==> src/include/flash_host_pkg.sv <==
// flash host package: command codes, timing counts, carriers
// assumes a 20 MHz clock and an x16 asynchronous flash
package flash_host_pkg;

    localparam int unsigned CLK_PERIOD_NS = 50;
    localparam int unsigned CLK_HZ = 20_000_000;

    // minimum enable high time between polling reads
    localparam int unsigned ENABLE_HIGH_PULSE_MIN_NS = 50;
    localparam int unsigned ENABLE_HIGH_CYC =
        (ENABLE_HIGH_PULSE_MIN_NS + CLK_PERIOD_NS - 1) / CLK_PERIOD_NS;

    // bus cycle phases, in clocks
    localparam int unsigned STROBE_CYC = 2;
    localparam int unsigned SETUP_CYC = 1;

    localparam int unsigned WORD_PROGRAM_DURATION_US = 120;
    localparam int unsigned DUAL_WORD_PROGRAM_DURATION_US = 60;
    localparam int unsigned SMALL_SECTOR_ERASE_MS = 2000;
    localparam int unsigned LARGE_SECTOR_ERASE_MS = 6000;
    localparam int unsigned CHIP_ERASE_TYP_S = 33;
    // chip erase timeout is twice the typical duration
    localparam int unsigned CHIP_ERASE_MARGIN = 2;

    localparam longint unsigned WORD_PROGRAM_CYC =
        longint'(WORD_PROGRAM_DURATION_US) * CLK_HZ / 1_000_000;
    localparam longint unsigned DUAL_PROGRAM_CYC =
        longint'(DUAL_WORD_PROGRAM_DURATION_US) * CLK_HZ / 1_000_000;
    localparam longint unsigned SMALL_ERASE_CYC =
        longint'(SMALL_SECTOR_ERASE_MS) * CLK_HZ / 1_000;
    localparam longint unsigned LARGE_ERASE_CYC =
        longint'(LARGE_SECTOR_ERASE_MS) * CLK_HZ / 1_000;
    localparam longint unsigned CHIP_ERASE_CYC =
        longint'(CHIP_ERASE_TYP_S) * CHIP_ERASE_MARGIN * CLK_HZ;

    localparam int unsigned ADDR_W = 21;
    localparam int unsigned DATA_W = 16;

    // command addresses decode only the low 12 bits
    localparam logic [11:0] UNLOCK_ADDR_1 = 12'h555;
    localparam logic [11:0] UNLOCK_ADDR_2 = 12'hAAA;
    localparam logic [7:0] UNLOCK_DATA_1 = 8'hAA;
    localparam logic [7:0] UNLOCK_DATA_2 = 8'h55;
    localparam logic [7:0] CMD_PROGRAM = 8'hA0;
    localparam logic [7:0] CMD_DUAL_PROGRAM = 8'hD0;
    localparam logic [7:0] CMD_ERASE_SETUP = 8'h80;
    localparam logic [7:0] CMD_CHIP_ERASE = 8'h10;
    localparam logic [7:0] CMD_SECTOR_ERASE = 8'h30;
    localparam logic [7:0] CMD_ID_ENTRY = 8'h90;
    localparam logic [7:0] CMD_ID_EXIT = 8'hF0;
    localparam logic [7:0] CMD_QUERY = 8'h98;
    localparam logic [11:0] QUERY_ADDR = 12'h055;

    localparam int unsigned TOGGLE_BIT = 6;

    typedef enum logic [2:0] {
        OP_READ,
        OP_PROGRAM,
        OP_DUAL_PROGRAM,
        OP_SMALL_ERASE,
        OP_LARGE_ERASE,
        OP_CHIP_ERASE,
        OP_ID_ENTRY,
        OP_ID_EXIT
    } op_e;

    typedef struct packed {
        op_e op;
        logic [ADDR_W-1:0] addr;
        logic [DATA_W-1:0] data;
    } req_s;

    typedef struct packed {
        logic [ADDR_W-1:0] addr;
        logic [DATA_W-1:0] dq_out;
        logic dq_oe;
        logic ce_n;
        logic oe_n;
        logic we_n;
    } pins_s;

    typedef struct packed {
        logic [DATA_W-1:0] rdata;
        logic timeout;
    } resp_s;

endpackage

==> src/design/flash_bus_cycle.sv <==
// one flash read or write cycle on the ce/oe/we strobes
// assumes flash inputs synchronous to sys_clk; one cycle at a time
`timescale 1ns/10ps
module flash_bus_cycle
    import flash_host_pkg::*;
(
    input wire logic sys_clk,
    input wire logic rst,
    input wire logic start,
    input wire logic is_write,
    input wire logic [ADDR_W-1:0] addr,
    input wire logic [DATA_W-1:0] wdata,
    input wire logic [DATA_W-1:0] dq_in,
    output pins_s pins,
    output logic [DATA_W-1:0] rdata,
    output logic done
);
    typedef enum logic [1:0] {C_IDLE, C_SETUP, C_STROBE, C_RECOVER} cyc_e;

    cyc_e st_q, st_d;
    logic [2:0] cnt_q, cnt_d;
    pins_s pins_q, pins_d;
    logic [DATA_W-1:0] rdata_q, rdata_d;
    logic done_q, done_d;

    always_comb begin
        st_d = st_q;
        cnt_d = cnt_q;
        pins_d = pins_q;
        rdata_d = rdata_q;
        done_d = 1'b0;
        case (st_q)
            C_IDLE: begin
                if (start) begin
                    // address held stable through the whole cycle
                    pins_d.addr = addr;
                    pins_d.dq_out = wdata;
                    pins_d.dq_oe = is_write;
                    pins_d.oe_n = 1'b1;
                    cnt_d = 3'(SETUP_CYC);
                    st_d = C_SETUP;
                end
            end
            C_SETUP: begin
                if (cnt_q > 3'd1) begin
                    cnt_d = cnt_q - 3'd1;
                end else begin
                    pins_d.ce_n = 1'b0;
                    pins_d.we_n = !pins_q.dq_oe;
                    pins_d.oe_n = pins_q.dq_oe;
                    cnt_d = 3'(STROBE_CYC);
                    st_d = C_STROBE;
                end
            end
            C_STROBE: begin
                if (cnt_q > 3'd1) begin
                    cnt_d = cnt_q - 3'd1;
                end else begin
                    rdata_d = dq_in;
                    pins_d.ce_n = 1'b1;
                    pins_d.we_n = 1'b1;
                    pins_d.oe_n = 1'b1;
                    cnt_d = 3'(ENABLE_HIGH_CYC);
                    st_d = C_RECOVER;
                end
            end
            C_RECOVER: begin
                // minimum enable high time before the next access
                if (cnt_q > 3'd1) begin
                    cnt_d = cnt_q - 3'd1;
                end else begin
                    pins_d.dq_oe = 1'b0;
                    done_d = 1'b1;
                    st_d = C_IDLE;
                end
            end
            default: st_d = C_IDLE;
        endcase
    end

    always_ff @(posedge sys_clk or posedge rst) begin
        if (rst) begin
            st_q <= C_IDLE;
            cnt_q <= 3'h0;
            pins_q <= '{addr: '0, dq_out: '0, dq_oe: 1'b0, ce_n: 1'b1, oe_n: 1'b1, we_n: 1'b1};
            rdata_q <= '0;
            done_q <= 1'b0;
        end else begin
            st_q <= st_d;
            cnt_q <= cnt_d;
            pins_q <= pins_d;
            rdata_q <= rdata_d;
            done_q <= done_d;
        end
    end

    assign pins = pins_q;
    assign rdata = rdata_q;
    assign done = done_q;
endmodule

==> src/design/flash_host_ctrl.sv <==
// issues flash command sequences and polls for completion
// assumes x16 flash pins synchronous to sys_clk; dq split into in, out and enable
`timescale 1ns/10ps

module flash_host_ctrl
    import flash_host_pkg::*;
#(
    parameter longint unsigned PROGRAM_TIMEOUT = WORD_PROGRAM_CYC,
    parameter longint unsigned DUAL_TIMEOUT = DUAL_PROGRAM_CYC,
    parameter longint unsigned SMALL_ERASE_TIMEOUT = SMALL_ERASE_CYC,
    parameter longint unsigned LARGE_ERASE_TIMEOUT = LARGE_ERASE_CYC,
    parameter longint unsigned CHIP_ERASE_TIMEOUT = CHIP_ERASE_CYC
)
(
    input wire logic sys_clk,
    input wire logic rst,
    input wire logic req_valid,
    input req_s req,
    output logic req_ready,
    output logic resp_valid,
    output resp_s resp,
    output logic [ADDR_W-1:0] flash_addr,
    output logic [DATA_W-1:0] flash_dq_out,
    output logic flash_dq_oe,
    input wire logic [DATA_W-1:0] flash_dq_in,
    output logic flash_ce_n,
    output logic flash_oe_n,
    output logic flash_we_n
);
    localparam int TW = 32;

    if (PROGRAM_TIMEOUT == 0 || DUAL_TIMEOUT == 0 || SMALL_ERASE_TIMEOUT == 0 ||
        LARGE_ERASE_TIMEOUT == 0 || CHIP_ERASE_TIMEOUT == 0 ||
        CHIP_ERASE_TIMEOUT >= (64'd1 << TW)) begin : g_bad_timeout
        $error("timeout parameter out of range");
    end

    typedef enum logic [2:0] {S_IDLE, S_SEQ, S_WAIT, S_POLL, S_POLL_WAIT, S_RESP} st_e;

    st_e st_q, st_d;
    req_s cur_q, cur_d;
    logic [2:0] step_q, step_d;
    logic [TW-1:0] tmo_q, tmo_d;
    logic first_q, first_d;
    logic tog_q, tog_d;
    logic resp_valid_q, resp_valid_d;
    resp_s resp_q, resp_d;
    logic ready_q, ready_d;

    logic cyc_start;
    logic cyc_write;
    logic [ADDR_W-1:0] cyc_addr;
    logic [DATA_W-1:0] cyc_wdata;
    pins_s pins;
    logic [DATA_W-1:0] cyc_rdata;
    logic cyc_done;

    flash_bus_cycle u_cycle (
        .sys_clk(sys_clk),
        .rst(rst),
        .start(cyc_start),
        .is_write(cyc_write),
        .addr(cyc_addr),
        .wdata(cyc_wdata),
        .dq_in(flash_dq_in),
        .pins(pins),
        .rdata(cyc_rdata),
        .done(cyc_done)
    );

    // command cycle table; the flash ignores high address and data bits
    function automatic logic [ADDR_W+8:0] seq_entry(input op_e op, input logic [2:0] step,
                                                     input logic [ADDR_W-1:0] a,
                                                     input logic [7:0] d);
        logic [ADDR_W-1:0] ca;
        logic [7:0] cd;
        logic last;
        ca = {{(ADDR_W-12){1'b0}}, UNLOCK_ADDR_1};
        cd = 8'h00;
        last = 1'b0;
        case (step)
            3'd0: cd = UNLOCK_DATA_1;
            3'd1: begin
                ca = {{(ADDR_W-12){1'b0}}, UNLOCK_ADDR_2};
                cd = UNLOCK_DATA_2;
            end
            3'd2: begin
                case (op)
                    OP_PROGRAM: cd = CMD_PROGRAM;
                    OP_DUAL_PROGRAM: cd = CMD_DUAL_PROGRAM;
                    OP_ID_ENTRY: begin
                        cd = CMD_ID_ENTRY;
                        last = 1'b1;
                    end
                    OP_ID_EXIT: begin
                        cd = CMD_ID_EXIT;
                        last = 1'b1;
                    end
                    default: cd = CMD_ERASE_SETUP;
                endcase
            end
            3'd3: begin
                if (op == OP_PROGRAM || op == OP_DUAL_PROGRAM) begin
                    ca = a;
                    cd = d;
                    last = 1'b1;
                end else begin
                    cd = UNLOCK_DATA_1;
                end
            end
            3'd4: begin
                ca = {{(ADDR_W-12){1'b0}}, UNLOCK_ADDR_2};
                cd = UNLOCK_DATA_2;
            end
            default: begin
                last = 1'b1;
                if (op == OP_CHIP_ERASE) begin
                    cd = CMD_CHIP_ERASE;
                end else begin
                    ca = a;
                    cd = CMD_SECTOR_ERASE;
                end
            end
        endcase
        return {last, ca, cd};
    endfunction

    logic [ADDR_W+8:0] ent;
    logic ent_last;
    logic [ADDR_W-1:0] ent_addr;
    logic [7:0] ent_data;

    always_comb begin
        ent = seq_entry(cur_q.op, step_q, cur_q.addr, cur_q.data[7:0]);
        ent_last = ent[ADDR_W+8];
        ent_addr = ent[ADDR_W+7:8];
        ent_data = ent[7:0];
    end

    function automatic logic [TW-1:0] timeout_for(input op_e op);
        case (op)
            OP_PROGRAM: return TW'(PROGRAM_TIMEOUT);
            OP_DUAL_PROGRAM: return TW'(DUAL_TIMEOUT);
            OP_SMALL_ERASE: return TW'(SMALL_ERASE_TIMEOUT);
            OP_LARGE_ERASE: return TW'(LARGE_ERASE_TIMEOUT);
            OP_CHIP_ERASE: return TW'(CHIP_ERASE_TIMEOUT);
            default: return TW'(1);
        endcase
    endfunction

    always_comb begin
        st_d = st_q;
        cur_d = cur_q;
        step_d = step_q;
        tmo_d = tmo_q;
        first_d = first_q;
        tog_d = tog_q;
        resp_valid_d = 1'b0;
        resp_d = resp_q;
        ready_d = 1'b0;
        cyc_start = 1'b0;
        cyc_write = 1'b0;
        cyc_addr = cur_q.addr;
        cyc_wdata = '0;
        if (tmo_q != '0 && (st_q == S_POLL || st_q == S_POLL_WAIT)) begin
            tmo_d = tmo_q - TW'(1);
        end
        case (st_q)
            S_IDLE: begin
                ready_d = 1'b1;
                if (req_valid && ready_q) begin
                    ready_d = 1'b0;
                    cur_d = req;
                    step_d = 3'd0;
                    resp_d = '0;
                    st_d = (req.op == OP_READ) ? S_POLL : S_SEQ;
                    first_d = 1'b1;
                end
            end
            S_SEQ: begin
                cyc_start = 1'b1;
                cyc_write = 1'b1;
                cyc_addr = ent_addr;
                cyc_wdata = {8'h00, ent_data};
                st_d = S_WAIT;
            end
            S_WAIT: begin
                if (cyc_done) begin
                    if (!ent_last) begin
                        step_d = step_q + 3'd1;
                        st_d = S_SEQ;
                    end else if (cur_q.op == OP_ID_ENTRY || cur_q.op == OP_ID_EXIT) begin
                        st_d = S_RESP;
                    end else begin
                        tmo_d = timeout_for(cur_q.op);
                        first_d = 1'b1;
                        st_d = S_POLL;
                    end
                end
            end
            S_POLL: begin
                cyc_start = 1'b1;
                cyc_addr = cur_q.addr;
                st_d = S_POLL_WAIT;
            end
            S_POLL_WAIT: begin
                if (cyc_done) begin
                    resp_d.rdata = cyc_rdata;
                    tog_d = cyc_rdata[TOGGLE_BIT];
                    if (cur_q.op == OP_READ) begin
                        st_d = S_RESP;
                    end else if (!first_q && tog_q == cyc_rdata[TOGGLE_BIT]) begin
                        // toggle bit equal in two reads in a row: done
                        st_d = S_RESP;
                    end else if (tmo_q == '0) begin
                        resp_d.timeout = 1'b1;
                        st_d = S_RESP;
                    end else begin
                        first_d = 1'b0;
                        st_d = S_POLL;
                    end
                end
            end
            S_RESP: begin
                resp_valid_d = 1'b1;
                st_d = S_IDLE;
            end
            default: st_d = S_IDLE;
        endcase
    end

    always_ff @(posedge sys_clk or posedge rst) begin
        if (rst) begin
            st_q <= S_IDLE;
            cur_q <= '0;
            step_q <= 3'h0;
            tmo_q <= '0;
            first_q <= 1'b1;
            tog_q <= 1'b0;
            resp_valid_q <= 1'b0;
            resp_q <= '0;
            ready_q <= 1'b0;
        end else begin
            st_q <= st_d;
            cur_q <= cur_d;
            step_q <= step_d;
            tmo_q <= tmo_d;
            first_q <= first_d;
            tog_q <= tog_d;
            resp_valid_q <= resp_valid_d;
            resp_q <= resp_d;
            ready_q <= ready_d;
        end
    end

    assign req_ready = ready_q;
    assign resp_valid = resp_valid_q;
    assign resp = resp_q;
    assign flash_addr = pins.addr;
    assign flash_dq_out = pins.dq_out;
    assign flash_dq_oe = pins.dq_oe;
    assign flash_ce_n = pins.ce_n;
    assign flash_oe_n = pins.oe_n;
    assign flash_we_n = pins.we_n;
endmodule

==> config.mk <==
export PLATFORM = sky130hd
export DESIGN_NAME = flash_host_ctrl
export DESIGN_NICKNAME = d
export VERILOG_FILES = /design/src/include/flash_host_pkg.sv /design/src/design/flash_bus_cycle.sv /design/src/design/flash_host_ctrl.sv
export SDC_FILE = /design/constraint.sdc
export NUM_CORES = 1
export LEC_CHECK = 0
export ABC_AREA = 1
export BUFFER_PORTS_ARGS = -buffer_cell sky130_fd_sc_hd__buf_2
export CORE_ASPECT_RATIO = 0.8
export CORE_UTILIZATION = 35
export DETAILED_ROUTE_END_ITERATION = 16
export GPL_TIMING_DRIVEN = 0
export PLACE_DENSITY = 0.65
export RECOVER_POWER = 25
export SLEW_MARGIN = 15
export SYNTH_ARGS = -nofsm -noshare
export SYNTH_HDL_FRONTEND = slang
export SYNTH_SLANG_ARGS = --single-unit
==> constraint.sdc <==
create_clock -name sys_clk -period 6.3 [get_ports sys_clk]
set_input_delay 0.315 -clock sys_clk [delete_from_list [all_inputs] [get_ports sys_clk]]
set_output_delay 0.315 -clock sys_clk [all_outputs]
set_load 0.01 [all_outputs]
Word-level counts from Yosys, hierarchy flattened --
Cells that the tools add are included.
Storage, ports and cells: output and inout bits 60, ROM bits 0, bits of input ports 59, word-level logic and storage cells 175, bits in latches 0, bits in writable memories 0, flip-flop bits (word level) 146, memories kept 0
Operators by class: multiplexer cells 73, bitwise logic cells 1, div/mod/pow operators 0, add/sub/neg operators 3, magnitude comparators 1, multipliers 0, shift-type cells 0, reduce and logical (&&, ||, !) cells 40, eq/ne operators 35
Operator list (count):
- 32-bit two-way mux | 5
- 31-bit case mux with 5 select lines | 1
- 21-bit two-way mux | 3
- 21-bit case mux with 3 select lines | 1
- 3-bit two-way mux | 17
- 17-bit two-way mux | 2
- 17-bit case mux with 2 select lines | 1
- 32-bit zero test | 1
- 8-bit case mux with 4 select lines | 1
- 32-bit nonzero test | 1
- 32-bit by 1-bit subtractor with 32-bit output, second input constant | 1
- 7-bit case mux with 4 select lines | 1
- 1-bit two-way mux | 23
- 2-bit != test, second input constant | 11
- 3-bit == test, second input constant | 7
- 3-bit by 2-bit == test with 1-bit output, second input constant | 6
- 8-bit two-way mux | 2
- 3-bit case mux with 5 select lines | 1
- 3-bit zero test | 4
- 3-bit case mux with 4 select lines | 1
- 3-bit AND reduction | 4
- 4-bit AND reduction | 3
- 2-bit two-way mux | 5
- 2-bit AND reduction | 5
- other kinds (24) | 46

Depth between registers and ports, before layout --
Gate-level depths: netlist of run 1.
word-level depth 8, gate-level depth with buffers 13, depth with buffers taken out 13

Cells and area by module --
A second synthesis of run 1 with hierarchy kept.
Second synthesis, totals: cell total of the unflattened synthesis 1071, area total of the unflattened synthesis 8089.0 um^2
Modules (own cells, without submodules):
- flash_host_ctrl | area each 5381.4 um^2, seq. area each 2278.4 um^2, cells an instance 757, instances 1
- flash_bus_cycle | area each 2707.6 um^2, seq. area each 1580.3 um^2, cells an instance 314, instances 1

Worst setup path before layout of run 1 --
OpenSTA, ideal clock, no wires.
path type register -> register, start point register step_q[0], end point register u_cycle.pins_q (netlist bit u_cycle.pins[32]), clock period less this slack 1.843 ns, library setup time 0.118 ns, cell stages (with the launch flop) 11, arrival 1.725 ns, required time 6.182 ns, slack 4.457 ns, buffers on the path 0, cells stage by stage dfrtp_1 ha_1 ha_1 nor2_1 inv_1 nor2_1 nand2_1 o21ai_0 nand2_1 nand3_1 nand2_1
Between the ends: cells in the longest elaborated chain, start to end 4, elaborated cells on any way between the ends 9, those cells by class 4 x eq/ne; 2 x mux; 3 x reduce/logical
Ends and longest elaborated chain:
- start, declared | RTL line flash_host_ctrl.sv:42 | logic [2:0] step_q, step_d;
- start signal, assigned | RTL line flash_host_ctrl.sv:246 | step_q <= step_d;
- 3-bit == test (tied with other cells) | RTL line flash_host_ctrl.sv:81 | case (step)
- 2-bit OR reduction (no source line)
- 21-bit case mux with 3 select lines (*) | RTL line flash_host_ctrl.sv:81
- 21-bit two-way mux (*) | RTL line flash_host_ctrl.sv:168 | case (st_q)
- end signal, assigned | RTL line flash_bus_cycle.sv:85 | pins_q <= '{addr: '0, dq_out: '0, dq_oe: 1'b0, ce_n: 1'b1, oe_n: 1'b1, we_n: 1'b1};
- end signal, assigned | RTL line flash_bus_cycle.sv:91 | pins_q <= pins_d;
- end, declared | RTL line flash_bus_cycle.sv:22 | pins_s pins_q, pins_d;
Every way passes the cells marked *; elsewhere a longest branch is shown, timed or not. A chain may end at the register's enable or synchronous reset.

Worst setup path in the final report of run 1 --
Ends and elaborated chain as after synthesis.

==> reports/qor.csv, run 1 <==
stage,metric,value,unit
worst_hold_path,Worst Hold Class,input port to register,
route,Detail Route Antenna Nets,0,
cells_and_area,area growth from synthesis to layout,18.6,%
setup_path,crit path from,step_q[0],
setup_path,worst endpoint required time,6620,ps
clocking,Hold Buf Count CTS,1,
clocking,total CTS buffers,17,
clocking,# clock sinks,146,
cells_and_area,share of cells above drive strength 1,0.128,
grt,vias in the first global route,6507,
timing,Max Clk Rate,441,MHz
pwr,Pwr Density,509,mW/mm^2
outcome,failing checks,"capacitance limit, slew limit",
clocking,H-tree levels,4,
pwr,Clk pwr share,0.212,
pwr,Sequential Power Share,0.349,
pwr,Tot Pwr,4.63,mW
placement,Buffers on Ports,102,
setup_path,Crit-path slowest cell,dfrtp_1,
setup_path,worst r2r src,step_q[0],
yosys,Mean Syn Cell Area,7.48,um^2
route,DR pass1 iterations,5,
grt,total global routing overflow,0,
route,Total Wirelength,20400,um
clocking,post-CTS resize count,0,
setup_path,CP Launch Type,register,
worst_hold_path,HP Start,req[17],
outcome,status,finished with violations,
timing,Rel. slew slack,-0.218,
die,Die Height,134,um
timing,"Hold Vio Cnt, Final",0,
pwr,LEAKAGE,4.85,nW
grt,initial antenna violation count,0,
setup_path,CP max stage delay,470,ps
die,full die area,0.0225,mm^2
yosys,Synth Flop Type,dfrtp_1,
cells_and_area,antenna cells,0,
route,residual DRC count,0,
placement,routability cong.,0.957,
clocking,clk_lat worst skew,430,ps
yosys,Ys Warns,0,
pwr,worst vdd ir,0.172,mV
flow_run,# Max-Cap Violations,1,
timing,Post-Route Skew,17.0,ps
die,starting density of the core,0.356,
yosys,Synth Instances,1026,
yosys,ys async rst share,1.00,
timing,max-slew violations,40,
clocking,Post-CTS Setup Bufs,0,
setup_path,Worst setup EP type,register,
yosys,Synth cell types,44,
timing,Final min period,2270,ps
timing,Slew @ Worst Pin,1820,ps
die,standard-cell rows,48,
clocking,root buf cell,clkbuf_16,
setup_path,Worst EP arrival,2590,ps
grt,first-pass GRT wire length,33000,um
timing,Final setup violation count,0,
timing,smallest hold slack,82.0,ps
die,core region area,0.0216,mm^2
setup_path,CP Max Fanout,9,
route,DR iter-0 viols,543,
timing,RSZ-0062 raised after global routing,false,
timing,final worst-path cycle share,0.360,
setup_path,CP most frequent cell,nand2_1,
route,vias,7013,
die,Die Wd,168,um
pwr,combinational share of power,0.439,
pwr,Sw Ratio,0.450,
setup_path,Worst Setup Path Type,register to register,
grt,largest net degree at the start of global routing,108,
placement,HPWL Detailed,15100,um
grt,Tot GR Track Use,0.185,
yosys,Post-Syn Area,0.00768,mm^2
setup_path,worst path cell trace,ha_1 > ha_1 > nor2_1 > inv_1 > nor2_1 > nand2_1 > o21ai_0 > nand2_1 > nand3_1 > nand2_1,
pwr,Cell Int Power,2.55,mW
yosys,Post-synth EDFFs,0,
clocking,Clock Pin Slew Worst Setup and Hold Paths,70,ps
clocking,CTS tree,done,
pwr,switching pwr,2.08,mW
cells_and_area,# nets final,1228,
clocking,Max Root-Sink Buffers,2,
route,WL/cell,14.1,um
route,DR vias/cell,4.86,
yosys,sequential area share after synthesis,0.476,
timing,TNS Setup,0,ps
yosys,synthesized flop and latch total,146,
die,io pins,119,
## path summary, 6_finish.rpt
check                      slack [ps]  cells after the start          endpoint
max                              4030                     10  u_cycle.pins[32]
min                                80                      3         cur_q[17]
max reg2reg                      4030                     10  u_cycle.pins[32]
min reg2reg                       470                      2          cur_q[5]
max in group asynchronous        4240                      4           first_q
min in group asynchronous         910                      3           resp[1]
## worst max-delay path, delay by kind of cell, from the launching register on
kind | cells | cell delay [ps]
AOI/OAI and AO/OA | 1 | 100
adders and majority gates | 2 | 530
buffers and inverters | 1 | 70
DFF | 1 | 470
and+or+nand+nor | 6 | 1020
## cell usage in the layout, fill, tap and decap left out, types with 6 or more instances in the layout
master / synthesis / layout
clkbuf_1: 13 / 55
xor2_1: 13 / 13
buf_4: 8 / 8
buf_2: 6 / 66
nor2_1: 100 / 101
inv_6: 0 / 6
o211ai_1: 6 / 6
o21ai_0: 51 / 51
dfrtp_1: 142 / 142
clkbuf_16: 0 / 17
inv_1: 91 / 90
a21oi_1: 16 / 16
conb_1: 1 / 8
nand3_1: 71 / 71
nor3_1: 7 / 7
ha_1: 13 / 13
buf_6: 7 / 7
nor2_2: 11 / 10
nand2_1: 409 / 409
## synthesized netlist by cell type, types with 5 or more instances
library cell	count	share of area
nand2_1	409	0.20
dfrtp_1	142	0.46
nor2_1	100	0.049
inv_1	91	0.044
nand3_1	71	0.046
o21ai_0	51	0.033
a21oi_1	16	0.010
clkbuf_1	13	0.0064
ha_1	13	0.021
xor2_1	13	0.015
nor2_2	11	0.0090
buf_4	8	0.0078
buf_6	7	0.010
nor3_1	7	0.0046
buf_2	6	0.0039
o211ai_1	6	0.0059
a2bb2oi_1	5	0.0057
a31oi_1	5	0.0041
nand2_2	5	0.0041
nand4_1	5	0.0041
nor2_4	5	0.0073
## cell type report
cell class,count,area [um^2]
fill,2219,12500
sequential,146,3660
multi-input combinational,757,3470
timing repair buffer,104,495
clock buffer,19,453
inverter,96,362
tap,275,344
buffer,34,218
clock inverter,13,114
## power groups by stage
| stage | Combinational [mW] | Clock [mW] | Sequential [mW] |
|---|---|---|---|
| 3_3_place_gp | 2.00 | 0 | 1.61 |
| 4_1_cts | 2.06 | 0.991 | 1.61 |
| 5_1_grt | 2.32 | 1.03 | 1.67 |
| 2_1_floorplan | 1.44 | 0 | 1.61 |
| 3_5_place_dp | 2.05 | 0 | 1.62 |
| 6_report | 2.03 | 0.981 | 1.62 |
## registers in the layout (all words and copies together) (netlist names), 2 cells and up
signal	count
st_q	3
u_cycle.cnt_q	3
tmo_q	32
u_cycle.rdata	16
u_cycle.pins	33
step_q	3
u_cycle.st_q	2
resp	17
cur_q	32
## through the flow
stage / setup slack (ps) / std cells / cell area, um^2 / utilization
after floorplan: 2070 / 1033 / 7700 / -
after global placement: 283 / 1410 / 8560 / 0.397
after detailed placement: 4050 / 1411 / 8590 / 0.399
after CTS: 4050 / 1444 / 9170 / 0.425
after global routing: 3760 / 1444 / 9110 / 0.423
final: 4030 / 1444 / 9110 / 0.423
## kinds of logic (layout without fill, tap and decap cells)
kind of cell | count (synthesis) | in the layout | synth area share
and+or+nand+nor | 622 | 622 | 0.335
DFF | 146 | 146 | 0.476
buffers and inverters | 130 | 266 | 0.0753
AOI/OAI and AO/OA | 97 | 97 | 0.0727
xor gates and xnor gates | 17 | 17 | 0.0194
adders and majority gates | 13 | 13 | 0.0212
other | 1 | 8 | 0.000488
## metal layers
metal	wire (um)	global-route usage	up-vias
li1	-	-	3463
met1	10400	0.280	3348
met2	8630	0.273	191
met3	1180	0.0331	11
met4	145	0.0454	0
met5	0	0	-
No activity file was read; power rests on OpenSTA's default activity.
==> run 2: changes to the inputs <==
- clock period: 6.3 -> 2.1 ns (I/O delays scaled with it)
==> run 2 against run 1 <==
Against the previous run:
- the run now ends clean
- clock-buffer cell count decreased by 1
- setup slack got worse by 3900 ps
- critical path depth up 1
- clock skew down 5.9 ps
- clock power rose to 3.1 times the previous value
- largest power group unchanged
==> reports/qor.csv, run 2 (synthesis results as in run 1) <==
stage,metric,value,unit,change
die,Die Wd,168,um,unchanged
setup_path,r2r setup slk,110,ps,was 4030 ps
timing,Rel. slew slack,0.116,,was -0.218
die,core region area,0.0216,mm^2,unchanged
cells_and_area,area growth from synthesis to layout,27.4,%,was 18.6%
placement,Buffers on Ports,102,,unchanged
clocking,Clock Pin Slew Worst Setup and Hold Paths,60,ps,was 70 ps
flow_run,# Max-Cap Violations,0,,was 1
route,WL/cell,14.0,um,was 14.1 um
cells_and_area,"most common cell after layout, fill and taps aside",nand2_1,,unchanged
setup_path,Worst EP arrival,2310,ps,was 2590 ps
clocking,H-tree levels,4,,unchanged
outcome,status,finished clean,,was finished with violations
grt,vias in the first global route,6542,,"was 6,507"
placement,post-placement cell count,1414,,"was 1,411"
route,DR pass1 iterations,5,,unchanged
timing,RSZ-0062 raised after global routing,true,,was false
placement,HPWL Detailed,15100,um,about the same
route,residual DRC count,0,,unchanged
setup_path,worst path cell trace,ha_1 > ha_2 > nor2_1 > inv_1 > nor2_4 > nand2_2 > o21ai_2 > nand2_1 > buf_4 > nand3_1 > nand2_1,,was ha_1 > ha_1 > nor2_1 > inv_1 > nor2_1 > nand2_1 > o21ai_0 > nand2_1 > nand3_1 > nand2_1
pwr,worst vdd ir,0.697,mV,was 0.172 mV
route,vias,7041,,"was 7,013"
timing,final worst-path cycle share,0.947,,was 0.360
pwr,LEAKAGE,5.25,nW,was 4.85 nW
route,Total Wirelength,20900,um,"was 20,400 um"
setup_path,CP Max Fanout,8,,was 9
die,starting density of the core,0.356,,unchanged
clocking,clk_lat worst skew,440,ps,was 430 ps
clocking,root buf cell,clkbuf_16,,unchanged
die,io pins,119,,unchanged
clocking,CTS tree,done,,unchanged
die,full die area,0.0225,mm^2,unchanged
setup_path,Worst setup EP type,register,,unchanged
clocking,Max Root-Sink Buffers,2,,unchanged
setup_path,CP max stage delay,460,ps,was 470 ps
worst_hold_path,Worst Hold Class,input port to register,,unchanged
setup_path,CP Launch Type,register,,unchanged
cells_and_area,Final Non-Filler Cells,1497,,"was 1,444"
die,standard-cell rows,48,,unchanged
route,DR vias/cell,4.70,,was 4.86
setup_path,CP most frequent cell,nand2_1,,unchanged
clocking,# clock sinks,146,,unchanged
grt,initial antenna violation count,0,,unchanged
grt,total global routing overflow,0,,unchanged
setup_path,Worst Setup Path Type,register to register,,unchanged
timing,max-slew violations,0,,was 40
die,Die Height,134,um,unchanged
grt,Tot GR Track Use,0.192,,was 0.185
clocking,total CTS buffers,17,,unchanged
cells_and_area,"commonest cells after routing, fill and taps aside","406 x nand2_1, 141 x dfrtp_1, 108 x buf_2",,"was 409 x nand2_1, 142 x dfrtp_1, 101 x nor2_1"
setup_path,Crit-path slowest cell,dfrtp_2,,was dfrtp_1
setup_path,worst endpoint required time,2420,ps,was 6620 ps
pwr,Pwr Density,1460,mW/mm^2,was 509 mW/mm^2
timing,"Hold Vio Cnt, Final",0,,unchanged
route,Detail Route Antenna Nets,0,,unchanged
cells_and_area,# nets final,1281,,"was 1,228"
cells_and_area,fillcell total,2083,,"was 2,219"
cells_and_area,number of flip-flops in the largest register,33,,unchanged
timing,Final setup violation count,0,,unchanged
grt,largest net degree at the start of global routing,35,,was 108
placement,routability cong.,0.934,,was 0.957
cells_and_area,antenna cells,0,,unchanged
route,DR iter-0 viols,500,,was 543
timing,Post-Route Skew,11.1,ps,was 17.0 ps
pwr,Tot Pwr,14.3,mW,was 4.63 mW
grt,first-pass GRT wire length,33900,um,"was 33,000 um"
cells_and_area,area of the multi-input gates,0.00354,mm^2,was 0.00347 mm^2
cells_and_area,share of cells above drive strength 1,0.173,,was 0.128
timing,Final min period,1990,ps,was 2270 ps
timing,Max Clk Rate,503,MHz,was 441 MHz
cells_and_area,FF+latch area,0.00366,mm^2,about the same
timing,Slew @ Worst Pin,1320,ps,was 1820 ps
run 2: what timing repair did:
item / 4_1_cts / 5_1_grt
endpoints found under the setup margin: 18 / 74
hold buffers: 49 / 0
setup buffers: 1 / 0
gates cloned: 1 / 0
hold endpoints to repair: 71 / 0
resized for setup: 7 / 15
run 2: area by class of cell:
| type | count | share of cell area |
|---|---|---|
| Clock inverter | 14 | 0.0145 |
| Inverter | 96 | 0.0370 |
| Tap cell | 275 | 0.0352 |
| Clock buffer | 18 | 0.0449 |
| Timing Repair Buffer | 156 | 0.110 |
| Multi-Input combinational cell | 758 | 0.362 |
| Buffer | 34 | 0.0224 |
| Sequential cell | 146 | 0.374 |
run 2: path summary, 6_finish.rpt:
path,to,depth (start not counted),start
max reg2reg,u_cycle.pins[34],11,step_q[0]
max in group asynchronous,u_cycle.pins[23],4,rst
min in group asynchronous,resp_valid,3,rst
max,u_cycle.pins[34],11,step_q[0]
min reg2reg,first_q,2,first_q
min,req_ready,4,req_valid
run 2: metal layers:
metal  GRT usage  wire (um)  part of all wire  vias to the layer above
met1       0.287      10700              0.51                     3271
met3      0.0443       1090             0.052                       18
met2       0.273       8840              0.42                      182
met4      0.0612        244             0.012                        0
met5           0          0                 0                        -
li1            -          -                 -                     3570
run 2: power by group:
| part | total (mW) | leakage [nW] | switching, mW | internal, mW |
|---|---|---|---|---|
| registers | 4.85 | 1.86 | 0.858 | 4.00 |
| logic | 6.40 | 3.10 | 4.14 | 2.26 |
| clock network | 3.02 | 0.285 | 1.33 | 1.70 |
| total | 14.3 | 5.25 | 6.33 | 7.95 |
run 2: metrics by stage:
stage | TNS [ps] | cell area [um^2] | hold WS [ps] | setup WS [ps] | utilization
5_1_grt | -9.79 | 9780 | 58.2 | -8.94 | 0.454
2_1_floorplan | 0 | 7710 | 222 | 165 | -
4_1_cts | 0 | 9740 | 10.7 | 36.6 | 0.452
6_report | 0 | 9780 | 61.1 | 111 | 0.454
3_3_place_gp | -124730 | 8560 | 306 | -872 | 0.397
3_5_place_dp | -1280 | 8640 | 245 | -141 | 0.401
run 2: critical path: cells and delay by family, from the launching register on:
kind                     cells  cell delay, ps
flip-flops                   1             460
AND/OR/NAND/NOR              6             590
buffers and inverters        2             250
adder cells (fa/ha/maj)      2             450
AO/OA/AOI/OAI                1             120
==> run 3: changes to the inputs <==
- BUFFER_PORTS_ARGS: -buffer_cell sky130_fd_sc_hd__buf_2 -> unset
- DONT_BUFFER_PORTS: unset -> 1
- PLACE_DENSITY: 0.65 -> 0.6
==> run 3 against run 2 <==
Against the previous run:
- die area did not move
- combinational power fell by 9.1%
- flip-flop and latch count did not move
- largest power group unchanged
- largest cell class unchanged
- cell area fell by 4.3%
- sequential share of layout area rose by 1.7 points
- total power fell by 2.4%
- via count fell by 4.2%
- setup slack improved by 28 ps
- non-clock buffer count fell by 98
- critical path depth fell by 2
==> reports/qor.csv, run 3 (synthesis results as in run 1) <==
stage,metric,value,unit,change
placement,Buffers on Ports,0,,was 102
timing,Post-Route Skew,10.1,ps,was 11.1 ps
cells_and_area,fillcell total,2153,,"was 2,083"
die,Die Wd,168,um,unchanged
die,io pins,119,,unchanged
clocking,clk_lat worst skew,440,ps,about the same
grt,met3 GRT Util,0.0460,,was 0.0443
cells_and_area,share of cells above drive strength 1,0.106,,was 0.173
pwr,combinational share of power,0.418,,was 0.448
setup_path,Worst setup EP type,register,,unchanged
setup_path,Worst EP arrival,2340,ps,was 2310 ps
timing,RSZ-0062 raised after global routing,false,,was true
route,Detail Route Antenna Nets,0,,unchanged
grt,largest net degree at the start of global routing,36,,was 35
setup_path,Crit-path slowest cell,dfrtp_1,,was dfrtp_2
grt,total global routing overflow,0,,unchanged
cells_and_area,number of flip-flops in the largest register,33,,unchanged
timing,Final setup violation count,0,,unchanged
timing,Slew @ Worst Pin,1020,ps,was 1320 ps
grt,Tot GR Track Use,0.188,,was 0.192
setup_path,CP Max Fanout,6,,was 8
timing,Max Clk Rate,510,MHz,was 503 MHz
route,WL/cell,14.6,um,was 14.0 um
setup_path,CP max stage delay,410,ps,was 460 ps
clocking,root buf cell,clkbuf_16,,unchanged
grt,routing usage on met2,0.253,,was 0.273
timing,max-slew violations,0,,unchanged
setup_path,CP Launch Type,register,,unchanged
timing,setup ws final,139,ps,was 111 ps
die,standard-cell rows,48,,unchanged
die,core region area,0.0216,mm^2,unchanged
placement,routability cong.,0.950,,was 0.934
flow_run,# Max-Cap Violations,0,,unchanged
clocking,Max Root-Sink Buffers,2,,unchanged
setup_path,r2r setup slk,140,ps,was 110 ps
cells_and_area,# nets final,1183,,"was 1,281"
worst_hold_path,Worst Hold Class,input port to register,,unchanged
grt,first-pass GRT wire length,33100,um,"was 33,900 um"
die,Die Height,134,um,unchanged
grt,met1 usage,0.287,,about the same
pwr,Pwr Density,1490,mW/mm^2,was 1460 mW/mm^2
grt,GR peak layer,met1,,unchanged
timing,"Hold Vio Cnt, Final",0,,unchanged
pwr,LEAKAGE,4.83,nW,was 5.25 nW
clocking,Clock Pin Slew Worst Setup and Hold Paths,70,ps,was 60 ps
die,starting density of the core,0.356,,unchanged
setup_path,cells on worst reg2reg path,9,,was 11
timing,final worst-path cycle share,0.934,,was 0.947
placement,post-placement cell count,1313,,"was 1,414"
placement,pre-CTS setup slack,-144,ps,was -141 ps
placement,HPWL Detailed,15000,um,"was 15,100 um"
grt,vias in the first global route,6352,,"was 6,542"
clocking,H-tree levels,4,,unchanged
setup_path,CP most frequent cell,inv_1,,was nand2_1
route,DR vias/cell,4.82,,was 4.70
setup_path,R2R Path End,u_cycle.pins[10],,was u_cycle.pins[34]
grt,initial antenna violation count,0,,unchanged
setup_path,worst r2r src,u_cycle.st_q[0],,was step_q[0]
cells_and_area,antenna cells,0,,unchanged
timing,Rel. slew slack,0.318,,was 0.116
route,DR iter-0 viols,644,,was 500
clocking,CTS tree,done,,unchanged
worst_hold_path,HP Start,req[39],,was req_valid
pwr,Cell Int Power,7.61,mW,was 7.95 mW
pwr,worst vdd ir,0.550,mV,was 0.697 mV
die,full die area,0.0225,mm^2,unchanged
setup_path,Worst Setup Path Type,register to register,,unchanged
pwr,switching pwr,6.33,mW,about the same
route,residual DRC count,0,,unchanged
route,vias,6745,,"was 7,041"
clocking,total CTS buffers,17,,unchanged
pwr,Sequential Power Share,0.367,,was 0.340
route,Total Wirelength,20500,um,"was 20,900 um"
clocking,# clock sinks,146,,unchanged
cells_and_area,area growth from synthesis to layout,21.9,%,was 27.4%
route,DR pass1 iterations,5,,unchanged
cells_and_area,area of the multi-input gates,0.00356,mm^2,was 0.00354 mm^2
setup_path,worst endpoint required time,2480,ps,was 2420 ps
worst_hold_path,WHS Endpoint,st_q[1],,was req_ready
setup_path,worst path cell trace,inv_1 > ha_1 > inv_1 > nor2_4 > inv_1 > nor2_2 > nand2_1 > a31oi_1 > a21o_1,,was ha_1 > ha_2 > nor2_1 > inv_1 > nor2_4 > nand2_2 > o21ai_2 > nand2_1 > buf_4 > nand3_1 > nand2_1
timing,Final min period,1960,ps,was 1990 ps
cells_and_area,FF+latch area,0.00366,mm^2,unchanged
pwr,Sw Ratio,0.454,,was 0.443
pwr,Clk pwr share,0.216,,was 0.212
cells_and_area,Final Non-Filler Cells,1399,,"was 1,497"
cells_and_area,"commonest cells after routing, fill and taps aside","404 x nand2_1, 141 x dfrtp_1, 94 x nor2_1",,"was 406 x nand2_1, 141 x dfrtp_1, 108 x buf_2"
worst_hold_path,WHS Path Cells,5,,was 4
outcome,status,finished clean,,unchanged
cells_and_area,"most common cell after layout, fill and taps aside",nand2_1,,unchanged
==> run 3: worst max-delay path: cells and delay by family, from the launching register on <==
family,cells,cell delay [ps]
compound gates,2,320
flops,1,410
buf+inv,3,390
fa+ha+maj,1,200
simple gates,3,590
==> run 3: power groups by stage <==
stage	logic [mW]	clock network, mW	registers [mW]
5_1_grt	6.69	3.18	5.26
4_1_cts	5.64	3.06	5.10
6_report	5.82	3.01	5.11
2_1_floorplan	4.33	0	4.83
3_5_place_dp	5.50	0	5.13
3_3_place_gp	5.40	0	5.12
==> run 3: worst max path at each step <==
stage	from	end	slack [ps]	cells past startpoint
6_report	u_cycle.st_q[0]	u_cycle.pins[10]	140	9
5_1_grt	step_q[0]	tmo_q[25]	2	9
4_1_cts	tmo_q[0]	tmo_q[0]	30	12
3_5_place_dp	step_q[0]	u_cycle.pins[34]	-140	10
3_3_place_gp	rst	tmo_q[22]	-750	1
2_1_floorplan	rst	cur_q[0]	170	1
==> run 3: cell type report <==
| type | count | area share |
|---|---|---|
| sequential | 146 | 0.391 |
| buffer | 34 | 0.0237 |
| multi-input combinational | 758 | 0.381 |
| tap | 275 | 0.0368 |
| clock inverter | 15 | 0.0175 |
| clock buffer | 17 | 0.0455 |
| inverter | 96 | 0.0386 |
| timing repair buffer | 58 | 0.0658 |
==> run 3: repair_timing <==
item,in CTS,in global routing
hold buffers,50,0
cloned,1,0
endpoints found under the hold margin,84,0
buffers inserted,0,3
pin swaps,0,2
gates resized for setup,8,26
endpoints found under the setup margin,22,98
==> run 3: stage by stage <==
stage               utilization  hold WS [ps]  TNS (ps)  power [mW]  instance area [um^2]
finish                    0.434           216         0        13.9                  9360
global route              0.434           244         0        15.1                  9360
CTS                       0.430           184         0        13.8                  9280
detailed placement        0.379          38.9     -1270        10.6                  8170
global placement          0.373           224   -106970        10.5                  8050
floorplan                     -           222         0        9.16                  7710
==> run 3: routing by layer <==
metal  part of all wire  wire length [um]  vias up
li1                   -                 -     3372
met1               0.52             10600     3139
met2               0.40              8160      206
met3              0.069              1420       28
met4              0.015               308        0
met5                  0                 0        -
